File: src/common/pmcrs_pkg.sv
// Purpose: Constants for the power-module command register set.
// Assumes: Linear words carry a 5-bit exponent in [15:11] and an 11-bit mantissa.
// Notes:   Output voltage words are plain 16-bit mantissas with exponent -12.
package pmcrs_pkg;
	// Command codes
	localparam logic [7:0] CMD_OPERATION   = 8'h01;
	localparam logic [7:0] CMD_CLEAR_FLT   = 8'h03;
	localparam logic [7:0] CMD_STORE_ALL   = 8'h11;
	localparam logic [7:0] CMD_OTW_LIMIT   = 8'h51;
	localparam logic [7:0] CMD_VIN_OV      = 8'h55;
	localparam logic [7:0] CMD_GOOD_ON     = 8'h5e;
	localparam logic [7:0] CMD_GOOD_OFF    = 8'h5f;
	localparam logic [7:0] CMD_TURN_ON_DELAY   = 8'h60;
	localparam logic [7:0] CMD_OUTPUT_RISE_TIME    = 8'h61;
	localparam logic [7:0] CMD_STAT_SUM    = 8'h79;
	localparam logic [7:0] CMD_STAT_VOUT   = 8'h7a;
	localparam logic [7:0] CMD_STAT_IOUT   = 8'h7b;
	localparam logic [7:0] CMD_STAT_INPUT  = 8'h7c;
	localparam logic [7:0] CMD_STAT_TEMP   = 8'h7d;
	localparam logic [7:0] CMD_STAT_COMM   = 8'h7e;
	localparam logic [7:0] CMD_READ_VIN    = 8'h88;
	localparam logic [7:0] CMD_READ_VOUT   = 8'h8b;
	localparam logic [7:0] CMD_OUTPUT_CURRENT_READING   = 8'h8c;
	localparam logic [7:0] CMD_READ_TEMP   = 8'h8d;
	localparam logic [7:0] CMD_PROTO_REV   = 8'h98;
	localparam logic [7:0] CMD_AUX_FUNC    = 8'he0;
	localparam logic [7:0] CMD_AUX_POL     = 8'he1;
	localparam logic [7:0] CMD_GOOD_POL    = 8'he2;
	localparam logic [7:0] CMD_FLASH_KEY   = 8'hec;
	// Values after reset, and the flash unlock key
	localparam logic [7:0]  RST_OPERATION  = 8'h80;
	localparam logic [15:0] RST_OTW_LIMIT  = 16'hf190; // 100 C, exp -2
	localparam logic [15:0] RST_VIN_OV     = 16'he9f0; // 62 V, exp -3
	localparam logic [15:0] RST_GOOD_ON    = 16'hb666; // 11.4 V, exp -12
	localparam logic [15:0] RST_GOOD_OFF   = 16'hb333; // 11.2 V, exp -12
	localparam logic [15:0] RST_TURN_ON_DELAY  = 16'hf84e; // 39 ms, exp -1
	localparam logic [15:0] RST_OUTPUT_RISE_TIME   = 16'hf82c; // 22 ms, exp -1
	localparam logic [7:0]  RST_AUX_FUNC   = 8'h00;
	localparam logic [7:0]  RST_AUX_POL    = 8'h00;
	localparam logic [7:0]  RST_GOOD_POL   = 8'h01;
	localparam logic [31:0] RST_FLASH_KEY  = 32'ha5a5a5a5;
	localparam logic [31:0] UNLOCK_KEY     = 32'h7e15dc42; // First byte sent in [31:24]
	// Exponent fields and accepted mantissa ranges
	localparam logic [4:0]  EXP_M1         = 5'h1f;
	localparam logic [4:0]  EXP_M2         = 5'h1e;
	localparam logic [10:0] OTW_MIN        = 11'h140; // 80 C
	localparam logic [10:0] OTW_MAX        = 11'h1e0; // 120 C
	localparam logic [10:0] TURN_ON_DELAY_MIN  = 11'h046; // 35 ms
	localparam logic [10:0] TURN_ON_DELAY_MAX  = 11'h3e8; // 500 ms
	localparam logic [10:0] OUTPUT_RISE_TIME_MIN   = 11'h01e; // 15 ms
	localparam logic [10:0] OUTPUT_RISE_TIME_MAX   = 11'h032; // 25 ms
	// Status bit positions
	localparam int          BIT_FAULT      = 7;
	localparam int          BIT_WARN_V     = 6;
	localparam int          BIT_WARN_I     = 5;
	localparam int          BIT_IN_UV      = 4;
	localparam int          BIT_CML_CMD    = 7;
	localparam int          BIT_CML_DATA   = 6;
	// Timing: one step of the turn-on timers is 0.5 ms, the LSB of an exponent -1 time word
	localparam int          CLK_PERIOD_NS  = 100;
	localparam int          STEP_NS        = 500000;
	localparam int          STEP_CYC       = STEP_NS / CLK_PERIOD_NS;
endpackage : pmcrs_pkg

File: src/verilog/pmcrs_top.sv
// Purpose: Command register set of a power-module management slave.
// Assumes: Link framing is done outside; one command per cmd_valid_i, all inputs synchronous.
// Notes:   Timer step length comes from the package; rules follow.
// Function
// - Over-temperature warning word at 0x51 reads and writes, default 100, range 80 to 120.
// - Input overvoltage threshold at 0x55 is read-only, default 62 volts.
// - Power good asserts when output voltage reaches the 0x5E threshold.
// - Power good negates when output voltage falls to the 0x5F threshold.
// - Turn-on delay at 0x60 writable, default 39 ms, range 35 to 500.
// - Rise time at 0x61 writable, default 22 ms, range 15 to 25.
// - Summary status word of all faults and warnings at 0x79.
// - Output voltage status byte at 0x7A, output current status at 0x7B.
// - Input status at 0x7C, temperature at 0x7D, communication at 0x7E.
// - Measured input voltage word at 0x88.
// - Measured output voltage word at 0x8B.
// - Measured output current word at 0x8C.
// - Hot-spot temperature word at 0x8D.
// - Protocol revision byte at 0x98.
// - Auxiliary pin function byte at 0xE0, reset 0x00.
// - Power-good polarity byte at 0xE2, reset 0x01 positive.
// - Save-all command accepted only while flash is unlocked.
`timescale 1ns/1ps
`default_nettype none
module pmcrs_top #(
	parameter logic [7:0] PROTO_REV = 8'h11, // Arbitrary revision code
	parameter int         STEP_CYC  = pmcrs_pkg::STEP_CYC
) (
	input  wire logic        ref_clk_i,
	input  wire logic        reset_n_i,
	input  wire logic        ce_i,
	input  wire logic        cmd_valid_i,
	input  wire logic        cmd_write_i,
	input  wire logic [7:0]  cmd_code_i,
	input  wire logic [31:0] cmd_wdata_i,
	input  wire logic [15:0] vin_reading_i,
	input  wire logic [15:0] vout_reading_i,
	input  wire logic [15:0] iout_reading_i,
	input  wire logic [15:0] temp_reading_i,
	input  wire logic        input_valid_i,
	input  wire logic        vout_ov_fault_i,
	input  wire logic        vout_ov_warn_i,
	input  wire logic        iout_oc_fault_i,
	input  wire logic        iout_oc_warn_i,
	input  wire logic        vin_ov_fault_i,
	input  wire logic        vin_uv_fault_i,
	input  wire logic        ot_fault_i,
	output logic             rsp_valid_o,
	output logic [31:0]      rsp_rdata_o,
	output logic             good_output_signal_o,
	output logic             aux_configurable_pin_o,
	output logic             output_rising_o,
	output logic             output_regulated_o,
	output logic             flash_store_o
);
	typedef enum logic [1:0] {SEQ_OFF, SEQ_DELAY, SEQ_RISE, SEQ_ON} pmcrs_seq_e;

	// Accepts a linear word only with the expected exponent and a mantissa in range
	function automatic logic lin_ok(input logic [15:0] w, input logic [4:0] e,
			input logic [10:0] lo, input logic [10:0] hi);
		lin_ok = (w[15:11] == e) && (w[10:0] >= lo) && (w[10:0] <= hi);
	endfunction : lin_ok

	logic [7:0]  operation_ff;
	logic [15:0] otw_limit_ff;
	logic [15:0] turn_on_delay_ff;
	logic [15:0] output_rise_time_ff;
	logic [7:0]  aux_func_ff;
	logic [7:0]  aux_pol_ff;
	logic [7:0]  good_pol_ff;
	logic [31:0] flash_key_ff;
	logic [7:0]  st_vout_ff;
	logic [7:0]  st_iout_ff;
	logic [7:0]  st_input_ff;
	logic [7:0]  st_temp_ff;
	logic [7:0]  st_cml_ff;
	logic        pg_ff;
	pmcrs_seq_e  seq_ff;
	pmcrs_seq_e  nxt_seq;
	logic [$clog2(STEP_CYC)-1:0] step_cnt_ff;
	logic [10:0] step_num_ff;
	logic        rsp_valid_ff;
	logic [31:0] rsp_rdata_ff;
	logic        good_out_ff;
	logic        aux_out_ff;
	logic        rising_ff;
	logic        regulated_ff;
	logic        flash_store_ff;
	logic [31:0] nxt_rdata;
	logic        code_known;

	wire wr         = ce_i && cmd_valid_i && cmd_write_i;
	wire rd         = ce_i && cmd_valid_i && !cmd_write_i;
	wire wr_op      = wr && (cmd_code_i == pmcrs_pkg::CMD_OPERATION);
	wire wr_clr     = wr && (cmd_code_i == pmcrs_pkg::CMD_CLEAR_FLT);
	wire wr_store   = wr && (cmd_code_i == pmcrs_pkg::CMD_STORE_ALL);
	wire wr_otw     = wr && (cmd_code_i == pmcrs_pkg::CMD_OTW_LIMIT);
	wire wr_tdly    = wr && (cmd_code_i == pmcrs_pkg::CMD_TURN_ON_DELAY);
	wire wr_trise   = wr && (cmd_code_i == pmcrs_pkg::CMD_OUTPUT_RISE_TIME);
	wire wr_afunc   = wr && (cmd_code_i == pmcrs_pkg::CMD_AUX_FUNC);
	wire wr_apol    = wr && (cmd_code_i == pmcrs_pkg::CMD_AUX_POL);
	wire wr_gpol    = wr && (cmd_code_i == pmcrs_pkg::CMD_GOOD_POL);
	wire wr_key     = wr && (cmd_code_i == pmcrs_pkg::CMD_FLASH_KEY);
	wire otw_good   = lin_ok(cmd_wdata_i[15:0], pmcrs_pkg::EXP_M2,
		pmcrs_pkg::OTW_MIN, pmcrs_pkg::OTW_MAX);
	wire tdly_good  = lin_ok(cmd_wdata_i[15:0], pmcrs_pkg::EXP_M1,
		pmcrs_pkg::TURN_ON_DELAY_MIN, pmcrs_pkg::TURN_ON_DELAY_MAX);
	wire trise_good = lin_ok(cmd_wdata_i[15:0], pmcrs_pkg::EXP_M1,
		pmcrs_pkg::OUTPUT_RISE_TIME_MIN, pmcrs_pkg::OUTPUT_RISE_TIME_MAX);
	wire unlocked   = (flash_key_ff == pmcrs_pkg::UNLOCK_KEY);
	wire store_ok   = wr_store && unlocked;
	wire wr_rw_code = wr_op || wr_clr || wr_store || wr_otw || wr_tdly || wr_trise
		|| wr_afunc || wr_apol || wr_gpol || wr_key;
	// Read-only or unknown codes written, and reads of unknown codes
	wire bad_cmd    = (wr && !wr_rw_code) || (rd && !code_known);
	// Out-of-range limit data and a save attempted while locked
	wire bad_data   = (wr_otw && !otw_good) || (wr_tdly && !tdly_good)
		|| (wr_trise && !trise_good) || (wr_store && !unlocked);

	// Configuration registers; an out-of-range limit keeps the old value
	always_ff @(posedge ref_clk_i or negedge reset_n_i) begin
		if (!reset_n_i) begin
			operation_ff <= pmcrs_pkg::RST_OPERATION;
			otw_limit_ff <= pmcrs_pkg::RST_OTW_LIMIT;
			turn_on_delay_ff <= pmcrs_pkg::RST_TURN_ON_DELAY;
			output_rise_time_ff  <= pmcrs_pkg::RST_OUTPUT_RISE_TIME;
			aux_func_ff  <= pmcrs_pkg::RST_AUX_FUNC;
			aux_pol_ff   <= pmcrs_pkg::RST_AUX_POL;
			good_pol_ff  <= pmcrs_pkg::RST_GOOD_POL;
			flash_key_ff <= pmcrs_pkg::RST_FLASH_KEY;
		end else begin
			if (wr_op)
				operation_ff <= {cmd_wdata_i[7], 7'h00};
			if (wr_otw && otw_good)
				otw_limit_ff <= cmd_wdata_i[15:0];
			if (wr_tdly && tdly_good)
				turn_on_delay_ff <= cmd_wdata_i[15:0];
			if (wr_trise && trise_good)
				output_rise_time_ff <= cmd_wdata_i[15:0];
			if (wr_afunc)
				aux_func_ff <= cmd_wdata_i[7:0];
			if (wr_apol)
				aux_pol_ff <= cmd_wdata_i[7:0];
			if (wr_gpol)
				good_pol_ff <= cmd_wdata_i[7:0];
			// A save consumes the key so the next save needs a fresh unlock
			if (wr_key)
				flash_key_ff <= cmd_wdata_i;
			else if (store_ok)
				flash_key_ff <= pmcrs_pkg::RST_FLASH_KEY;
		end
	end

	// Sticky status; a new event in the clearing cycle survives the clear
	wire [7:0] set_vout  = {vout_ov_fault_i, vout_ov_warn_i, 6'h00};
	wire [7:0] set_iout  = {iout_oc_fault_i, 1'b0, iout_oc_warn_i, 5'h00};
	wire [7:0] set_input = {vin_ov_fault_i, 2'b00, vin_uv_fault_i, 4'h0};
	wire       otw_hit   = (temp_reading_i[10:0] >= otw_limit_ff[10:0]);
	wire [7:0] set_temp  = {ot_fault_i, otw_hit, 6'h00};
	wire [7:0] set_cml   = {bad_cmd, bad_data, 6'h00};
	wire [7:0] keep_mask = wr_clr ? 8'h00 : 8'hff;

	always_ff @(posedge ref_clk_i or negedge reset_n_i) begin
		if (!reset_n_i) begin
			st_vout_ff  <= 8'h00;
			st_iout_ff  <= 8'h00;
			st_input_ff <= 8'h00;
			st_temp_ff  <= 8'h00;
			st_cml_ff   <= 8'h00;
		end else if (ce_i) begin
			st_vout_ff  <= (st_vout_ff & keep_mask) | set_vout;
			st_iout_ff  <= (st_iout_ff & keep_mask) | set_iout;
			st_input_ff <= (st_input_ff & keep_mask) | set_input;
			st_temp_ff  <= (st_temp_ff & keep_mask) | set_temp;
			st_cml_ff   <= (st_cml_ff & keep_mask) | set_cml;
		end
	end

	// Power good with hysteresis between the two thresholds
	wire pg_rise = (vout_reading_i >= pmcrs_pkg::RST_GOOD_ON);
	wire pg_fall = (vout_reading_i <= pmcrs_pkg::RST_GOOD_OFF);
	always_ff @(posedge ref_clk_i or negedge reset_n_i) begin
		if (!reset_n_i)
			pg_ff <= 1'b0;
		else if (ce_i && !pg_ff && pg_rise)
			pg_ff <= 1'b1;
		else if (ce_i && pg_ff && pg_fall)
			pg_ff <= 1'b0;
	end

	// Turn-on sequence: delay then rise, counted in 0.5 ms steps (one LSB at exponent -1)
	// A shorter step is for simulation only; a build keeps the package value
	wire run_req  = operation_ff[7] && input_valid_i;
	wire step_end = (step_cnt_ff == ($bits(step_cnt_ff))'(STEP_CYC - 1));
	wire dly_done = step_end && (step_num_ff >= turn_on_delay_ff[10:0]);
	wire rise_done = step_end && (step_num_ff >= output_rise_time_ff[10:0]);

	always_comb begin
		nxt_seq = seq_ff;
		unique case (seq_ff)
			SEQ_OFF:   if (run_req) nxt_seq = SEQ_DELAY;
			SEQ_DELAY: if (!run_req) nxt_seq = SEQ_OFF;
				else if (dly_done) nxt_seq = SEQ_RISE;
			SEQ_RISE:  if (!run_req) nxt_seq = SEQ_OFF;
				else if (rise_done) nxt_seq = SEQ_ON;
			SEQ_ON:    if (!run_req) nxt_seq = SEQ_OFF;
		endcase
	end

	always_ff @(posedge ref_clk_i or negedge reset_n_i) begin
		if (!reset_n_i) begin
			seq_ff      <= SEQ_OFF;
			step_cnt_ff <= '0;
			step_num_ff <= 11'h000;
		end else if (ce_i) begin
			seq_ff <= nxt_seq;
			if (nxt_seq != seq_ff || seq_ff == SEQ_OFF || seq_ff == SEQ_ON) begin
				step_cnt_ff <= '0;
				step_num_ff <= 11'h001;
			end else if (step_end) begin
				step_cnt_ff <= '0;
				step_num_ff <= step_num_ff + 11'h001;
			end else begin
				step_cnt_ff <= step_cnt_ff + 1'b1;
			end
		end
	end

	// Summary word built from the sticky bytes and live state
	wire        unit_off = (seq_ff != SEQ_ON);
	wire [15:0] summary  = {|st_vout_ff, |st_iout_ff, |st_input_ff, 1'b0, !pg_ff, 3'b000,
		1'b0, unit_off, st_vout_ff[pmcrs_pkg::BIT_FAULT], st_iout_ff[pmcrs_pkg::BIT_FAULT],
		st_input_ff[pmcrs_pkg::BIT_IN_UV], |st_temp_ff, |st_cml_ff, 1'b0};

	// Read selection; unknown codes answer zero
	always_comb begin
		nxt_rdata  = 32'h0000_0000;
		code_known = 1'b1;
		case (cmd_code_i)
			pmcrs_pkg::CMD_OPERATION:  nxt_rdata = {24'h0, operation_ff};
			pmcrs_pkg::CMD_OTW_LIMIT:  nxt_rdata = {16'h0, otw_limit_ff};
			pmcrs_pkg::CMD_VIN_OV:     nxt_rdata = {16'h0, pmcrs_pkg::RST_VIN_OV};
			pmcrs_pkg::CMD_GOOD_ON:    nxt_rdata = {16'h0, pmcrs_pkg::RST_GOOD_ON};
			pmcrs_pkg::CMD_GOOD_OFF:   nxt_rdata = {16'h0, pmcrs_pkg::RST_GOOD_OFF};
			pmcrs_pkg::CMD_TURN_ON_DELAY:  nxt_rdata = {16'h0, turn_on_delay_ff};
			pmcrs_pkg::CMD_OUTPUT_RISE_TIME:   nxt_rdata = {16'h0, output_rise_time_ff};
			pmcrs_pkg::CMD_STAT_SUM:   nxt_rdata = {16'h0, summary};
			pmcrs_pkg::CMD_STAT_VOUT:  nxt_rdata = {24'h0, st_vout_ff};
			pmcrs_pkg::CMD_STAT_IOUT:  nxt_rdata = {24'h0, st_iout_ff};
			pmcrs_pkg::CMD_STAT_INPUT: nxt_rdata = {24'h0, st_input_ff};
			pmcrs_pkg::CMD_STAT_TEMP:  nxt_rdata = {24'h0, st_temp_ff};
			pmcrs_pkg::CMD_STAT_COMM:  nxt_rdata = {24'h0, st_cml_ff};
			pmcrs_pkg::CMD_READ_VIN:   nxt_rdata = {16'h0, vin_reading_i};
			pmcrs_pkg::CMD_READ_VOUT:  nxt_rdata = {16'h0, vout_reading_i};
			pmcrs_pkg::CMD_OUTPUT_CURRENT_READING:  nxt_rdata = {16'h0, iout_reading_i};
			pmcrs_pkg::CMD_READ_TEMP:  nxt_rdata = {16'h0, temp_reading_i};
			pmcrs_pkg::CMD_PROTO_REV:  nxt_rdata = {24'h0, PROTO_REV};
			pmcrs_pkg::CMD_AUX_FUNC:   nxt_rdata = {24'h0, aux_func_ff};
			pmcrs_pkg::CMD_AUX_POL:    nxt_rdata = {24'h0, aux_pol_ff};
			pmcrs_pkg::CMD_GOOD_POL:   nxt_rdata = {24'h0, good_pol_ff};
			pmcrs_pkg::CMD_FLASH_KEY:  nxt_rdata = flash_key_ff;
			default:                   code_known = 1'b0;
		endcase
	end

	// Aux pin: function 0 shows any summary bit set, power good low and unit off included, otherwise shows the unit running
	wire aux_src = (aux_func_ff == 8'h00) ? (|summary) : !unit_off;

	always_ff @(posedge ref_clk_i or negedge reset_n_i) begin
		if (!reset_n_i) begin
			rsp_valid_ff   <= 1'b0;
			rsp_rdata_ff   <= 32'h0000_0000;
			good_out_ff    <= 1'b0;
			aux_out_ff     <= 1'b0;
			rising_ff      <= 1'b0;
			regulated_ff   <= 1'b0;
			flash_store_ff <= 1'b0;
		end else if (ce_i) begin
			rsp_valid_ff   <= cmd_valid_i;
			if (rd)
				rsp_rdata_ff <= nxt_rdata;
			good_out_ff    <= good_pol_ff[0] ? pg_ff : !pg_ff;
			aux_out_ff     <= aux_src ^ aux_pol_ff[0];
			rising_ff      <= (nxt_seq == SEQ_RISE);
			regulated_ff   <= (nxt_seq == SEQ_ON);
			flash_store_ff <= store_ok;
		end
	end

	assign rsp_valid_o            = rsp_valid_ff;
	assign rsp_rdata_o            = rsp_rdata_ff;
	assign good_output_signal_o   = good_out_ff;
	assign aux_configurable_pin_o = aux_out_ff;
	assign output_rising_o        = rising_ff;
	assign output_regulated_o     = regulated_ff;
	assign flash_store_o          = flash_store_ff;
endmodule : pmcrs_top
`default_nettype wire
File: config.mk
export PLATFORM = sky130hd
export DESIGN_NAME = pmcrs_top
export DESIGN_NICKNAME = d
export VERILOG_FILES = /design/src/common/pmcrs_pkg.sv /design/src/verilog/pmcrs_top.sv
export SDC_FILE = /design/constraint.sdc
export NUM_CORES = 1
export LEC_CHECK = 0
export BUFFER_PORTS_ARGS = -buffer_cell sky130_fd_sc_hd__buf_2
export CAP_MARGIN = 0
export CORE_ASPECT_RATIO = 0.5
export CORE_MARGIN = 2
export CORE_UTILIZATION = 53
export DETAILED_ROUTE_END_ITERATION = 6
export PLACE_DENSITY_LB_ADDON = 0.05
export SLEW_MARGIN = 10
export SYNTH_ARGS = -nofsm -noshare
export SYNTH_HDL_FRONTEND = slang
export SYNTH_SLANG_ARGS = --single-unit
File: constraint.sdc
create_clock -name ref_clk_i -period 2.26 [get_ports ref_clk_i]
set_input_delay 0.226 -clock ref_clk_i [delete_from_list [all_inputs] [get_ports ref_clk_i]]
set_output_delay 0.226 -clock ref_clk_i [all_outputs]
set_load 0.01 [all_outputs]
==> summary.md <==
| Metric | Value |
|---|---|
| Hold Fails Final Rpt | 0 |
| Hold Crit Class | in2reg |
| Core area | 20,700 um2 |
| Setup TNS Final | -0.0530 ns |
| Layout area overhead | 28.9% |
| Dpl ws | -0.295 ns |
| Most common cell after layout, fill and taps aside | dfrtp_1 |
| Clk_lat worst skew | approximately 0.51 ns |
| Synth area leader | dfrtp_1 |
| Netlist Area Pre-Place | roughly 11,000 um2 |
| Worst vdd ir | about 0.43 mV |
| Post-detail-place hpwl | 33,800 um |
| 1st-pass router iterations | 6 |
| Die area | about 23,000 um2 |
| Crit path max-delay family | compound AO/OA/AOI/OAI gates |
| ANT cells | 0 |
| Chip Width | between 200 and 250 um |
| Netlist cell types | 78 |
| EDFF count, synth | 0 |
| Total Wirelength | ~45,000 um |
| Leakage power | 0.00682 uW |
| Number of remaining DRC errors | 0 |
| Grt ovf | 0 |
| Buf/Inv on CP | 2 |
| Final nets | approximately 1.6k |
| Max-cap viol count | 0 |
| CTS max path bufs | 3 |
| Routed length per instance | 25.7 um |
| Asr flop ratio synth | 1.00 |
| CTS root buf | clkbuf_16 |
| CTS clk-pin slew, worst paths | 0.07 ns |
| Top cell type's share of synthesized area | 0.373 |
| Rel. slew slack | 0.313 |
| Starting density of the core | 0.544 |
| Die H | around 110 um |
| Minimum clock period after layout | 2.28 ns |
| Syn Nets | 1,302 |
| Total number of vias | 11.1k |
| Top FF cell, synth | dfrtp_1 |
| Worst-margin pin slew | 1.03 ns |
| Pwr dens | 575 nW/um2 |
| Failing checks | setup timing |
| Register bit total from synthesis | 210 |
| CP max FO | 5 |
| CTS H-tree depth | 1 |
| Worst Slack Setup Final | -0.0241 ns |
| Site Rows | 37 |
| Worst Skew | 0.0144 ns |
| Worst-path cell chain | inv_2 -> ha_4 -> or3_1 -> o21ai_1 -> o31ai_2 -> a31o_2 -> a211o_1 -> buf_6 -> a21oi_1 |
| Layout cells sized above 1 | 0.332 |
| RSZ-0062 raised after global routing | true |
| CTS tree | yes |
| Critical Path RT | ~2.7 ns |
| Initial DRC Count | 1,542 |
| Initial antenna violation count | 0 |
| Worst Setup End Kind | flip-flop |
| Setup Viol. Count Final | 5 |
| Sequential element share of the synthesized area | 0.471 |
| Syn. warnings | 0 |
| Commonest cells after routing, fill and taps aside | dfrtp_1 (168), buf_4 (154), buf_2 (153) |
| CTS sink cnt | 210 |
| Number of port buffers | 154 |
| Vias in the first global route | 11.0k |
| Area contributors post-synth | dfrtp_1 (37%), dfstp_2 (9.8%), nand2_1 (4.6%), mux2_2 (4.2%), ha_1 (3.9%) |
| Critical path's largest stage delay | approximately 0.55 ns |
| Via density | 6.41 |
| Outcome | finished, violations left |
| First-pass GRT wire length | around 67,000 um |
| Crit-path slowest cell | dfstp_2 |
| Mapped Cells | around 1.2k |
| Fin. max-slew vios | 0 |
| CTS buffer count | 20 |
| GRT Overall Usage | 0.399 |
| Routability congestion estimate | between 1 and 1.5 |
| Final ANT Viol Nets | 0 |
| Synth Area per Inst | 9.80 um2 |
| Boundary pin count | 155 |
| Largest net degree at the start of global routing | 69 |
| Crit start category | flip-flop |
| Hold Slack | 0.0615 ns |
| Total power | 8350 uW |
| Period utilization | 1.01 |
| Crit path DAT | 2.72 ns |
| Fmax | 438 MHz |
| Critical path class | reg2reg |
==> layout make-up <==
cell class	instances	area (um2)
Clock inverter	7	68.8
Multi-Input combinational cell	819	5660
Clock buffer	29	616
Inverter	50	188
Timing Repair Buffer	345	2340
Sequential cell	210	5310
Tap cell	273	342
Fill cell	1554	6170
==> stage by stage <==
step / utilization / instance area, um2 / instances
after floorplan: - / 11300 / 1150
after global placement: 0.644 / 13300 / 1664
after detailed placement: 0.644 / 13300 / 1664
after CTS: 0.695 / 14400 / 1733
after global routing: 0.702 / 14500 / 1733
final: 0.702 / 14500 / 1733
==> kinds of logic (layout without fill, tap and decap cells) <==
group / after synthesis / in the layout / share of synthesized area
multiplexers: 54 / 54 / 0.0553
AO/OA/AOI/OAI: 282 / 282 / 0.179
flip-flops: 210 / 210 / 0.471
adder cells (fa/ha/maj): 35 / 35 / 0.0389
buffers and inverters: 121 / 431 / 0.0431
AND/OR/NAND/NOR: 433 / 433 / 0.201
XOR/XNOR: 15 / 15 / 0.0117
==> worst paths after layout <==
check                                    start  cells past startpoint  slack, ns               end
max                        turn_on_delay_ff[2]                      9      -0.02    step_num_ff[7]
min                            cmd_wdata_i[10]                      4       0.06  flash_key_ff[10]
max reg2reg                turn_on_delay_ff[2]                      9      -0.02    step_num_ff[7]
min reg2reg                    rsp_rdata_o[18]                      2       0.47   rsp_rdata_o[18]
max in group asynchronous            reset_n_i                      3       1.18  flash_key_ff[10]
min in group asynchronous            reset_n_i                      2       0.28    step_cnt_ff[3]
==> worst reg2reg max path, cell delays in order, from the launching register on <==
cell and delay [ns]:
dfstp_2 0.55, inv_2 0.05, ha_4 0.20, or3_1 0.35, o21ai_1 0.10, o31ai_2 0.09, a31o_2 0.24, a211o_1 0.35
buf_6 0.16, a21oi_1 0.13
==> routing by layer <==
| layer | routed length (um) | part of all wire | vias up | global-route usage |
|---|---|---|---|---|
| met4 | 928 | 0.021 | 0 | 0.0841 |
| met3 | 5280 | 0.12 | 90 | 0.126 |
| met5 | 0 | 0 | - | 0 |
| met2 | 19200 | 0.43 | 669 | 0.603 |
| met1 | 19200 | 0.43 | 5536 | 0.563 |
| li1 | - | - | 4818 | - |
==> synthesized netlist by cell type (18+ instances only) <==
cell	n
dfrtp_1	168
nor4_1	18
a21oi_1	51
dfstp_2	42
o21ai_0	41
a22oi_1	40
nand2_1	137
a22o_1	30
mux2_2	42
inv_1	50
nor3_1	18
clkbuf_1	54
ha_1	35
and2_1	41
nand3_1	44
nor2_1	65
==> registers in the layout, indices dropped and copies added (netlist names), 2 cells and up <==
register	flops
good_pol_ff	8
st_input_ff	8
st_cml_ff	8
aux_func_ff	8
turn_on_delay_ff	16
aux_pol_ff	8
seq_ff	2
step_cnt_ff	13
rsp_rdata_o	32
st_vout_ff	8
output_rise_time_ff	16
flash_key_ff	32
step_num_ff	11
st_temp_ff	8
st_iout_ff	8
otw_limit_ff	16
==> timing repair <==
| item | 4_1_cts | 5_1_grt |
|---|---|---|
| pin swaps | 5 | 15 |
| setup buffers | 1 | 0 |
| gates resized for setup | 12 | 26 |
| cloned | 1 | 0 |
| endpoints found under the hold margin | 82 | 0 |
| hold buffers | 31 | 0 |
| setup endpoints to repair | 21 | 35 |
==> power by group <==
part	internal [uW]	total [uW]	switching, uW
combinational	374	917	543
clock	2020	3540	1520
sequential	3840	3890	57.6
No activity file was read; power rests on OpenSTA's default activity.
